===== src/smhdc_consts.vh =====
// constants for the smart mode host/processor control block
`ifndef SMHDC_CONSTS_VH
`define SMHDC_CONSTS_VH
// host common-memory byte offsets of the remapped block and of the signature word
`define SMHDC_OFF_RSVD0        24'h000000
`define SMHDC_OFF_CTRL         24'h000002
`define SMHDC_OFF_STATUS       24'h000004
`define SMHDC_OFF_TXMB         24'h000006
`define SMHDC_OFF_RXMB         24'h000008
`define SMHDC_OFF_RSVD_UP      24'h00000A
`define SMHDC_OFF_SIG          24'h000400
`define SMHDC_BLOCK_TOP        24'h00000F
// processor i/o space word addresses
`define SMHDC_IO_TXMB          16'h0050
`define SMHDC_IO_RXMB          16'h0051
`define SMHDC_IO_HSTAT         16'h0052
`define SMHDC_IO_BITIO         16'h0053
`define SMHDC_IO_DSP_SYSTEM_CONFIG        16'h0054
`define SMHDC_IO_BASE          16'h0050
`define SMHDC_IO_TOP           16'h005F
// attribute-memory configuration option location and mode bit
`define SMHDC_CFG_OPT_ADDR     24'h000010
`define SMHDC_CFG_MODE_BIT     5
// reset values
`define SMHDC_CTRL_RST         16'h0108
`define SMHDC_MB_RST           16'h0000
`define SMHDC_DSP_SYSTEM_CONFIG_RST       16'h0080
`define SMHDC_BITIO_RST        8'h00
// host control register bit positions
`define SMHDC_CTL_RUN          0
`define SMHDC_CTL_CLKON        1
`define SMHDC_CTL_CLKMODE      2
`define SMHDC_CTL_MICRO        3
`define SMHDC_CTL_MODE         4
`define SMHDC_CTL_IRQEN        5
`define SMHDC_CTL_IRQCLR       6
`define SMHDC_CTL_HOLDREQ      7
// host status bit positions
`define SMHDC_ST_FEIRQ         0
`define SMHDC_ST_TXFULL        1
`define SMHDC_ST_RXFULL        2
`define SMHDC_ST_HOLD_ACKNOWLEDGE         3
`define SMHDC_ST_SMART         4
`define SMHDC_ST_IRQ           5
// signature stream
`define SMHDC_SIG_COUNT        3'd4
`endif


===== src/smhdc_control.v =====
// smart mode host/processor control and register bank
`include "smhdc_consts.vh"

module smhdc_control #(
    parameter DW = 16,
    parameter AW = 24,
    // signature word; this value is arbitrary
    parameter [15:0] SIG_PATTERN = 16'h5C3E
) (
    // clock and reset
    input  wire          core_clk,
    input  wire          sys_rst,
    // host common memory access (one-cycle strobes)
    input  wire [AW-1:0] host_addr,
    input  wire [DW-1:0] host_wdata,
    input  wire          host_mem_wr,
    input  wire          host_mem_rd,
    output reg  [DW-1:0] host_rdata,
    output wire          host_reg_hit,
    output wire          mem_pass_wr,
    output wire          mem_pass_rd,
    // host i/o port access to mailboxes
    input  wire          host_io_en,
    input  wire          host_io_sel_rx,
    input  wire          host_io_wr,
    input  wire          host_io_rd,
    // host attribute-memory configuration write
    input  wire          host_attr_wr,
    input  wire [AW-1:0] host_attr_addr,
    input  wire [7:0]    host_attr_wdata,
    // host interrupt request
    output wire          host_irq,
    // processor i/o space access
    input  wire [15:0]   proc_io_addr,
    input  wire [DW-1:0] proc_io_wdata,
    input  wire          proc_io_wr,
    input  wire          proc_io_rd,
    output reg  [DW-1:0] proc_io_rdata,
    // processor control
    output wire          proc_reset_n,
    output wire          proc_clk_en,
    output wire          proc_clk_mode,
    output wire          micro_mode_select,
    output wire          proc_hold_req,
    input  wire          hold_acknowledge_n,
    output wire          hold_acknowledge_n_force,
    output wire [DW-1:0] sys_config,
    output wire          smart_mode,
    // front end
    input  wire          analog_front_end_irq,
    input  wire          external_interrupt_four,
    output wire [7:0]    front_end_out,
    input  wire [3:0]    front_end_in
);

    reg  [DW-1:0] host_dsp_control;
    reg  [DW-1:0] dsp_to_host_mailbox;
    reg  [DW-1:0] host_to_dsp_mailbox;
    reg  [DW-1:0] dsp_system_config;
    reg  [7:0]    bitio_out;
    reg  [2:0]    sig_count;
    reg           cfg_mode;
    reg           tx_full;
    reg           rx_full;
    reg           irq_flag;
    reg           smart_q;
    reg  [DW-1:0] next_host_rdata;
    reg  [DW-1:0] next_proc_rdata;

    wire mode_bit = host_dsp_control[`SMHDC_CTL_MODE];

    // effective mode
    assign smart_mode = mode_bit | cfg_mode;

    // register block decode, used by more than one path
    function in_block;
        input [AW-1:0] a;
        begin
            in_block = (a <= `SMHDC_BLOCK_TOP);
        end
    endfunction

    function [3:0] word_sel;
        input [AW-1:0] a;
        begin
            word_sel = {1'b0, a[3:1]};
        end
    endfunction

    wire blk = smart_mode & in_block(host_addr);
    assign host_reg_hit = blk & (host_mem_wr | host_mem_rd);
    // block accesses never go to memory nor arbitrate the bus
    assign mem_pass_wr  = host_mem_wr & ~blk;
    assign mem_pass_rd  = host_mem_rd & ~blk;

    wire h_wr_ctrl = host_mem_wr & blk & (word_sel(host_addr) == 4'd1);
    wire h_rd_tx   = (host_mem_rd & blk & (word_sel(host_addr) == 4'd3)) |
                     (host_io_en & host_io_rd & ~host_io_sel_rx);
    wire h_wr_rx   = (host_mem_wr & blk & (word_sel(host_addr) == 4'd4)) |
                     (host_io_en & host_io_wr & host_io_sel_rx);
    wire p_in      = smart_mode & (proc_io_addr >= `SMHDC_IO_BASE) &
                     (proc_io_addr <= `SMHDC_IO_TOP);
    wire p_wr_tx   = p_in & proc_io_wr & (proc_io_addr == `SMHDC_IO_TXMB);
    wire p_rd_rx   = p_in & proc_io_rd & (proc_io_addr == `SMHDC_IO_RXMB);
    wire p_wr_bio  = p_in & proc_io_wr & (proc_io_addr == `SMHDC_IO_BITIO);
    wire p_wr_cfg  = p_in & proc_io_wr & (proc_io_addr == `SMHDC_IO_DSP_SYSTEM_CONFIG);

    // signature stream monitor, standard mode only
    wire sig_hit   = (host_addr == `SMHDC_OFF_SIG);
    wire sig_match = host_mem_wr & sig_hit & (host_wdata == SIG_PATTERN);
    wire sig_done  = ~smart_mode & sig_match & (sig_count == `SMHDC_SIG_COUNT - 3'd1);

    wire fe_irq = analog_front_end_irq | external_interrupt_four;

    always @(posedge core_clk or posedge sys_rst) begin
        if (sys_rst) begin
            sig_count <= 3'd0;
        end else if (smart_mode) begin
            sig_count <= 3'd0;
        end else if (sig_done) begin
            sig_count <= 3'd0;
        end else if (sig_match) begin
            sig_count <= sig_count + 3'd1;
        end else if (host_mem_rd | host_mem_wr) begin
            sig_count <= 3'd0;
        end
    end

    // attribute-memory configuration mode bit
    always @(posedge core_clk or posedge sys_rst) begin
        if (sys_rst) begin
            cfg_mode <= 1'b0;
        end else if (host_attr_wr && host_attr_addr == `SMHDC_CFG_OPT_ADDR) begin
            cfg_mode <= host_attr_wdata[`SMHDC_CFG_MODE_BIT];
        end
    end

    // host control register
    always @(posedge core_clk or posedge sys_rst) begin
        if (sys_rst) begin
            host_dsp_control <= `SMHDC_CTRL_RST;
        end else if (sig_done) begin
            host_dsp_control[`SMHDC_CTL_MODE] <= 1'b1;
        end else if (smart_q & ~smart_mode) begin
            // falling back to standard forces the processor back into reset
            host_dsp_control[`SMHDC_CTL_RUN] <= 1'b0;
        end else if (h_wr_ctrl) begin
            host_dsp_control <= host_wdata;
            host_dsp_control[`SMHDC_CTL_IRQCLR] <= 1'b0;
        end
    end

    always @(posedge core_clk or posedge sys_rst) begin
        if (sys_rst) begin
            smart_q <= 1'b0;
        end else begin
            smart_q <= smart_mode;
        end
    end

    // mailboxes with full flags; set wins over clear
    always @(posedge core_clk or posedge sys_rst) begin
        if (sys_rst) begin
            dsp_to_host_mailbox <= `SMHDC_MB_RST;
            host_to_dsp_mailbox <= `SMHDC_MB_RST;
            tx_full             <= 1'b0;
            rx_full             <= 1'b0;
        end else begin
            if (p_wr_tx) begin
                dsp_to_host_mailbox <= proc_io_wdata;
            end
            if (h_wr_rx) begin
                host_to_dsp_mailbox <= host_wdata;
            end
            if (p_wr_tx) begin
                tx_full <= 1'b1;
            end else if (h_rd_tx) begin
                tx_full <= 1'b0;
            end
            if (h_wr_rx) begin
                rx_full <= 1'b1;
            end else if (p_rd_rx) begin
                rx_full <= 1'b0;
            end
        end
    end

    // processor-only registers
    always @(posedge core_clk or posedge sys_rst) begin
        if (sys_rst) begin
            dsp_system_config <= `SMHDC_DSP_SYSTEM_CONFIG_RST;
            bitio_out         <= `SMHDC_BITIO_RST;
        end else begin
            if (p_wr_cfg) begin
                dsp_system_config <= proc_io_wdata;
            end
            if (p_wr_bio) begin
                bitio_out <= proc_io_wdata[15:8];
            end
        end
    end

    // sticky card interrupt: event set wins over clear
    always @(posedge core_clk or posedge sys_rst) begin
        if (sys_rst) begin
            irq_flag <= 1'b0;
        end else if (fe_irq) begin
            irq_flag <= 1'b1;
        end else if (h_wr_ctrl & host_wdata[`SMHDC_CTL_IRQCLR]) begin
            irq_flag <= 1'b0;
        end
    end

    assign host_irq = irq_flag & host_dsp_control[`SMHDC_CTL_IRQEN];

    // processor control outputs; standard mode overrides reset, clock enable, hold request and hold force, not clock mode or micro select
    assign proc_reset_n      = smart_mode & host_dsp_control[`SMHDC_CTL_RUN];
    assign proc_clk_en       = smart_mode & host_dsp_control[`SMHDC_CTL_CLKON];
    assign proc_clk_mode     = host_dsp_control[`SMHDC_CTL_CLKMODE];
    assign micro_mode_select = host_dsp_control[`SMHDC_CTL_MICRO];
    assign proc_hold_req     = smart_mode & host_dsp_control[`SMHDC_CTL_HOLDREQ];
    assign hold_acknowledge_n_force = smart_mode;
    assign sys_config        = dsp_system_config;
    assign front_end_out     = bitio_out;

    wire [DW-1:0] status_word = {10'h000, irq_flag, smart_mode, ~hold_acknowledge_n,
                                 rx_full, tx_full, fe_irq};

    // host read mux: private and reserved words read zero
    always @* begin
        next_host_rdata = 16'h0000;
        if (host_io_en & host_io_rd & ~host_io_sel_rx) begin
            next_host_rdata = dsp_to_host_mailbox;
        end else if (blk) begin
            case (word_sel(host_addr))
                4'd1:    next_host_rdata = host_dsp_control;
                4'd2:    next_host_rdata = status_word;
                4'd3:    next_host_rdata = dsp_to_host_mailbox;
                default: next_host_rdata = 16'h0000;
            endcase
        end
    end

    // processor read mux
    always @* begin
        next_proc_rdata = 16'h0000;
        if (p_in) begin
            case (proc_io_addr)
                `SMHDC_IO_RXMB:   next_proc_rdata = host_to_dsp_mailbox;
                `SMHDC_IO_HSTAT:  next_proc_rdata = {14'h0000, rx_full, tx_full};
                `SMHDC_IO_BITIO:  next_proc_rdata = {bitio_out, 4'h0, front_end_in};
                `SMHDC_IO_DSP_SYSTEM_CONFIG: next_proc_rdata = dsp_system_config;
                default:          next_proc_rdata = 16'h0000;
            endcase
        end
    end

    always @(posedge core_clk or posedge sys_rst) begin
        if (sys_rst) begin
            host_rdata    <= 16'h0000;
            proc_io_rdata <= 16'h0000;
        end else begin
            if (host_mem_rd | host_io_rd) begin
                host_rdata <= next_host_rdata;
            end
            if (proc_io_rd) begin
                proc_io_rdata <= next_proc_rdata;
            end
        end
    end

endmodule


===== config.mk =====
export PLATFORM = sky130hd
export DESIGN_NAME = smhdc_control
export DESIGN_NICKNAME = d
export VERILOG_FILES = /design/src/smhdc_control.v
export VERILOG_INCLUDE_DIRS = /design/src
export SDC_FILE = /design/constraint.sdc
export NUM_CORES = 1
export LEC_CHECK = 0
export BUFFER_PORTS_ARGS = -buffer_cell sky130_fd_sc_hd__buf_2
export CAP_MARGIN = 5
export CORE_MARGIN = 10
export CORE_UTILIZATION = 50
export DETAILED_ROUTE_END_ITERATION = 7
export PLACE_DENSITY = 0.87
export SYNTH_ARGS = -nofsm -noshare
export SYNTH_HDL_FRONTEND = slang
export SYNTH_SLANG_ARGS = --single-unit

===== constraint.sdc =====
create_clock -name core_clk -period 7.4 [get_ports core_clk]
set_input_delay 0.74 -clock core_clk [delete_from_list [all_inputs] [get_ports core_clk]]
set_output_delay 0.74 -clock core_clk [all_outputs]
set_load 0.01 [all_outputs]

==> impl_results.md <==
- Share of cells above drive strength 1: 53.4%
- Num CTS Buffers: 9
- Syn Area/Cell: 12.6 um^2
- RSZ-0062 raised after global routing: false
- Synth Cell Area: 5230 um^2
- Vias in the first global route: 4437
- Power Internal: 0.840 mW
- Number of I/O port buffers: 181
- CP max stage delay: 970 ps
- Kind of cell adding the most delay to the critical path: compound AO/OA/AOI/OAI gates
- Maximum clock rate: 0.341 GHz
- Post-synthesis net count: 539
- Number of vias in the routed layout: 4136
- Crit Path Category: reg2reg
- Pre-antenna DRT Iters: 6
- Reg area: 2780 um^2
- Buf/Inv on CP: 1
- Die height: 122 um
- Critical Path Most Common Cell: nor2_1
- Synthesis-to-finish area growth: 22.3%
- Worst hold path class: in2async
- Ports: 189
- Largest net degree at the start of global routing: 84
- Final Cycle Share: 39.6%
- CTS Hold Buffers Added: 0
- Cells along the critical path: nor2_1, inv_1, nand3b_1, nor2_1, a31oi_2, mux2_2
- First-pass GRT wire length: 23300 um
- PwrDens: 174 nW/um^2
- Worst slew margin: 20.3%
- Slew Limit Fails: 0
- Max Fanout on Critical Path: 17
- FFs w/ async S/R, synth: 100%
- Max-Cap Viols: 0
- Power share of the combinational group: 9.4%
- Synthesized instance count: 415
- CP Capture Type: register
- Synth area leader: dfrtp_1
- Total Routing Usage GR: 19.8%
- EDFF count, synth: 0
- Final ANT Viol Nets: 0
- Final wirelength: 15300 um
- Area share of the largest cell type after synthesis: 51.7%
- CTS root buffer: clkbuf_8
- Multi-input logic area: 2230 um^2
- Synth cell types: 52
- Row Count: 37
- Initial DRC count: 313
- Crit start category: register
- Die width: 122 um
- Seq/Total Area, Yosys: 53.2%
- Sequential share of power: 56.9%
- Final HPWL DP: 12000 um
- Fin crit period: 2930 ps
- Clock group share of total power: 33.7%
- Die ar.: 14900 um^2
- Fin nets: 711
- FILL cells: 815
- CTS-repair resized insts: 0
- Final instance area: 6390 um^2
- Req. time, crit path: 7660 ps
- Max Root-Sink Buffers: 2
- Slowest cell on the critical path: a31oi_2
- Net Switching: 0.270 mW
- Synth Register Bits: 111
- GRT overflow: 0
- Antenna diode count: 0
- Setup violators final: 0
- Total power: 1.11 mW
- Number of antenna violations at the first check in global routing: 1
- Clk_lat worst skew: 380 ps
- DP Area: 6190 um^2
- Setup TNS: 0 ps
- DRC viols: 0
- Main flop type after synthesis: dfrtp_1
- Static leakage: 3.30 nW
- Via density: 5.68
- Core box area: 10200 um^2
- Outcome: finished, final reports clean
- Worst-path clk slew: 110 ps
- Worst setup margin: 4470 ps
- Pre-CTS setup slack: 4300 ps
- Top post-synthesis cells by area: dfrtp_1 52%, mux2_2 19%, a22oi_1 2.9%
- H-tree depth: 3
- RePlAce Congestion: 0.846
- Switching part of the total: 24.3%
- Final Skew: 12.0 ps
- Ys Warns: 0
- Fin. Hold Viols: 0
- Max VDD drop: 0.126 mV
- Clock Sink Count: 111
- CTS tree: done
- Post-CTS setup buffer count: 0
- WP data arrival: 3190 ps
- Placed instance count: 712
- Least-Margin Pin Slew: 1190 ps
- Initial Util: 51.1%
- Wire per inst: 21.0 um
- Final std cells w/o fill: 728
## registers in the layout, summed over array words and instances, names as in the netlist, 3 cells and up
register	count
front_end_out	8
sig_count	3
host_dsp_control	15
sys_config	16
proc_io_rdata	16
host_rdata	16
dsp_to_host_mailbox	16
host_to_dsp_mailbox	16
## final timing paths
| kind | startpoint | to | slack [ps] | cells after the start |
|---|---|---|---|---|
| min reg2reg | sig_count[0] | sig_count[0] | 490 | 1 |
| max in group asynchronous | sys_rst | smart_q | 5720 | 3 |
| min | sys_rst | host_dsp_control[13] | 330 | 2 |
| max reg2reg | cfg_mode | host_to_dsp_mailbox[7] | 4470 | 6 |
| max | cfg_mode | host_to_dsp_mailbox[7] | 4470 | 6 |
| min in group core_clk | sig_count[0] | sig_count[0] | 490 | 1 |
## logic make-up (layout without fill, tap and decap cells)
kind of cell	count (synthesis)	after routing	share of synthesized area, %
muxes	89	89	19.1
buffers and inverters	45	222	4.14
DFF	111	111	53.2
AOI/OAI and AO/OA	73	73	11.3
xor gates and xnor gates	1	1	0.168
adders and majority gates	2	2	0.479
and+or+nand+nor	94	94	11.5
## metal layers
layer / wire length (um) / global-route usage [%] / vias up
li1: - / - / 1862
met1: 5830 / 23.3 / 2050
met2: 7640 / 34.0 / 197
met3: 1520 / 6.66 / 25
met4: 258 / 5.45 / 2
met5: 7 / 0 / -
## layout by cell type, fill, tap and decap left out, types with 3 or more instances in the layout
| cell | count |
|---|---|
| buf_2 | 181 |
| and3_1 | 3 |
| nand2b_1 | 3 |
| nor4b_1 | 3 |
| nand2_1 | 14 |
| o21ai_0 | 10 |
| nand4_1 | 4 |
| o22ai_2 | 10 |
| a22oi_1 | 20 |
| nor2b_1 | 3 |
| dfrtp_1 | 108 |
| nor4_1 | 10 |
| a221o_1 | 9 |
| nor3_1 | 3 |
| clkbuf_8 | 10 |
| a21oi_1 | 5 |
| nor2_1 | 14 |
| o22ai_1 | 6 |
| mux2_2 | 87 |
| and2_1 | 16 |
| inv_1 | 22 |
| dfstp_2 | 3 |
| o21ai_2 | 3 |
## layout make-up
type | instances | share of cell area (%)
clock buffer | 10 | 2.15
multi-input combinational | 259 | 34.9
tap | 136 | 2.66
timing repair buffer | 183 | 14.4
clock inverter | 6 | 1.04
inverter | 23 | 1.39
sequential | 111 | 43.5
## cells in the mapped netlist (3+ instances only)
master / n
nor4_1: 10
nor2_1: 14
inv_1: 23
mux2_2: 87
nand2_1: 14
dfrtp_1: 108
nand4_1: 4
a22oi_1: 20
clkbuf_1: 10
nand2b_1: 3
a221o_1: 9
buf_2: 5
o22ai_1: 6
nor2b_1: 3
o21ai_2: 3
dfstp_2: 3
a21oi_1: 5
o22ai_2: 10
nor3_1: 3
and3_1: 3
o21ai_0: 10
and2_1: 16
nor4b_1: 3
## worst reg2reg max path, cell delays in order (launching register included)
cell and delay, ps:
dfrtp_1 410, nor2_1 380, inv_1 300, nand3b_1 210
nor2_1 110, a31oi_2 970, mux2_2 440
## power by group through the flow
stage | clock (mW) | sequential, mW | combinational (mW)
floorplan | 0 | 0.640 | 0.0542
global placement | 0 | 0.643 | 0.101
detailed placement | 0 | 0.644 | 0.104
CTS | 0.378 | 0.632 | 0.105
global route | 0.402 | 0.633 | 0.114
finish | 0.374 | 0.632 | 0.104
## per-stage QoR
step / util, % / hold slack, ps
final: 62.5 / 325
after global routing: 62.5 / 340
after CTS: 62.5 / 333
after detailed placement: 60.5 / 475
after global placement: 60.5 / 460
after floorplan: - / 452
Power figures use the tool's default switching activity.
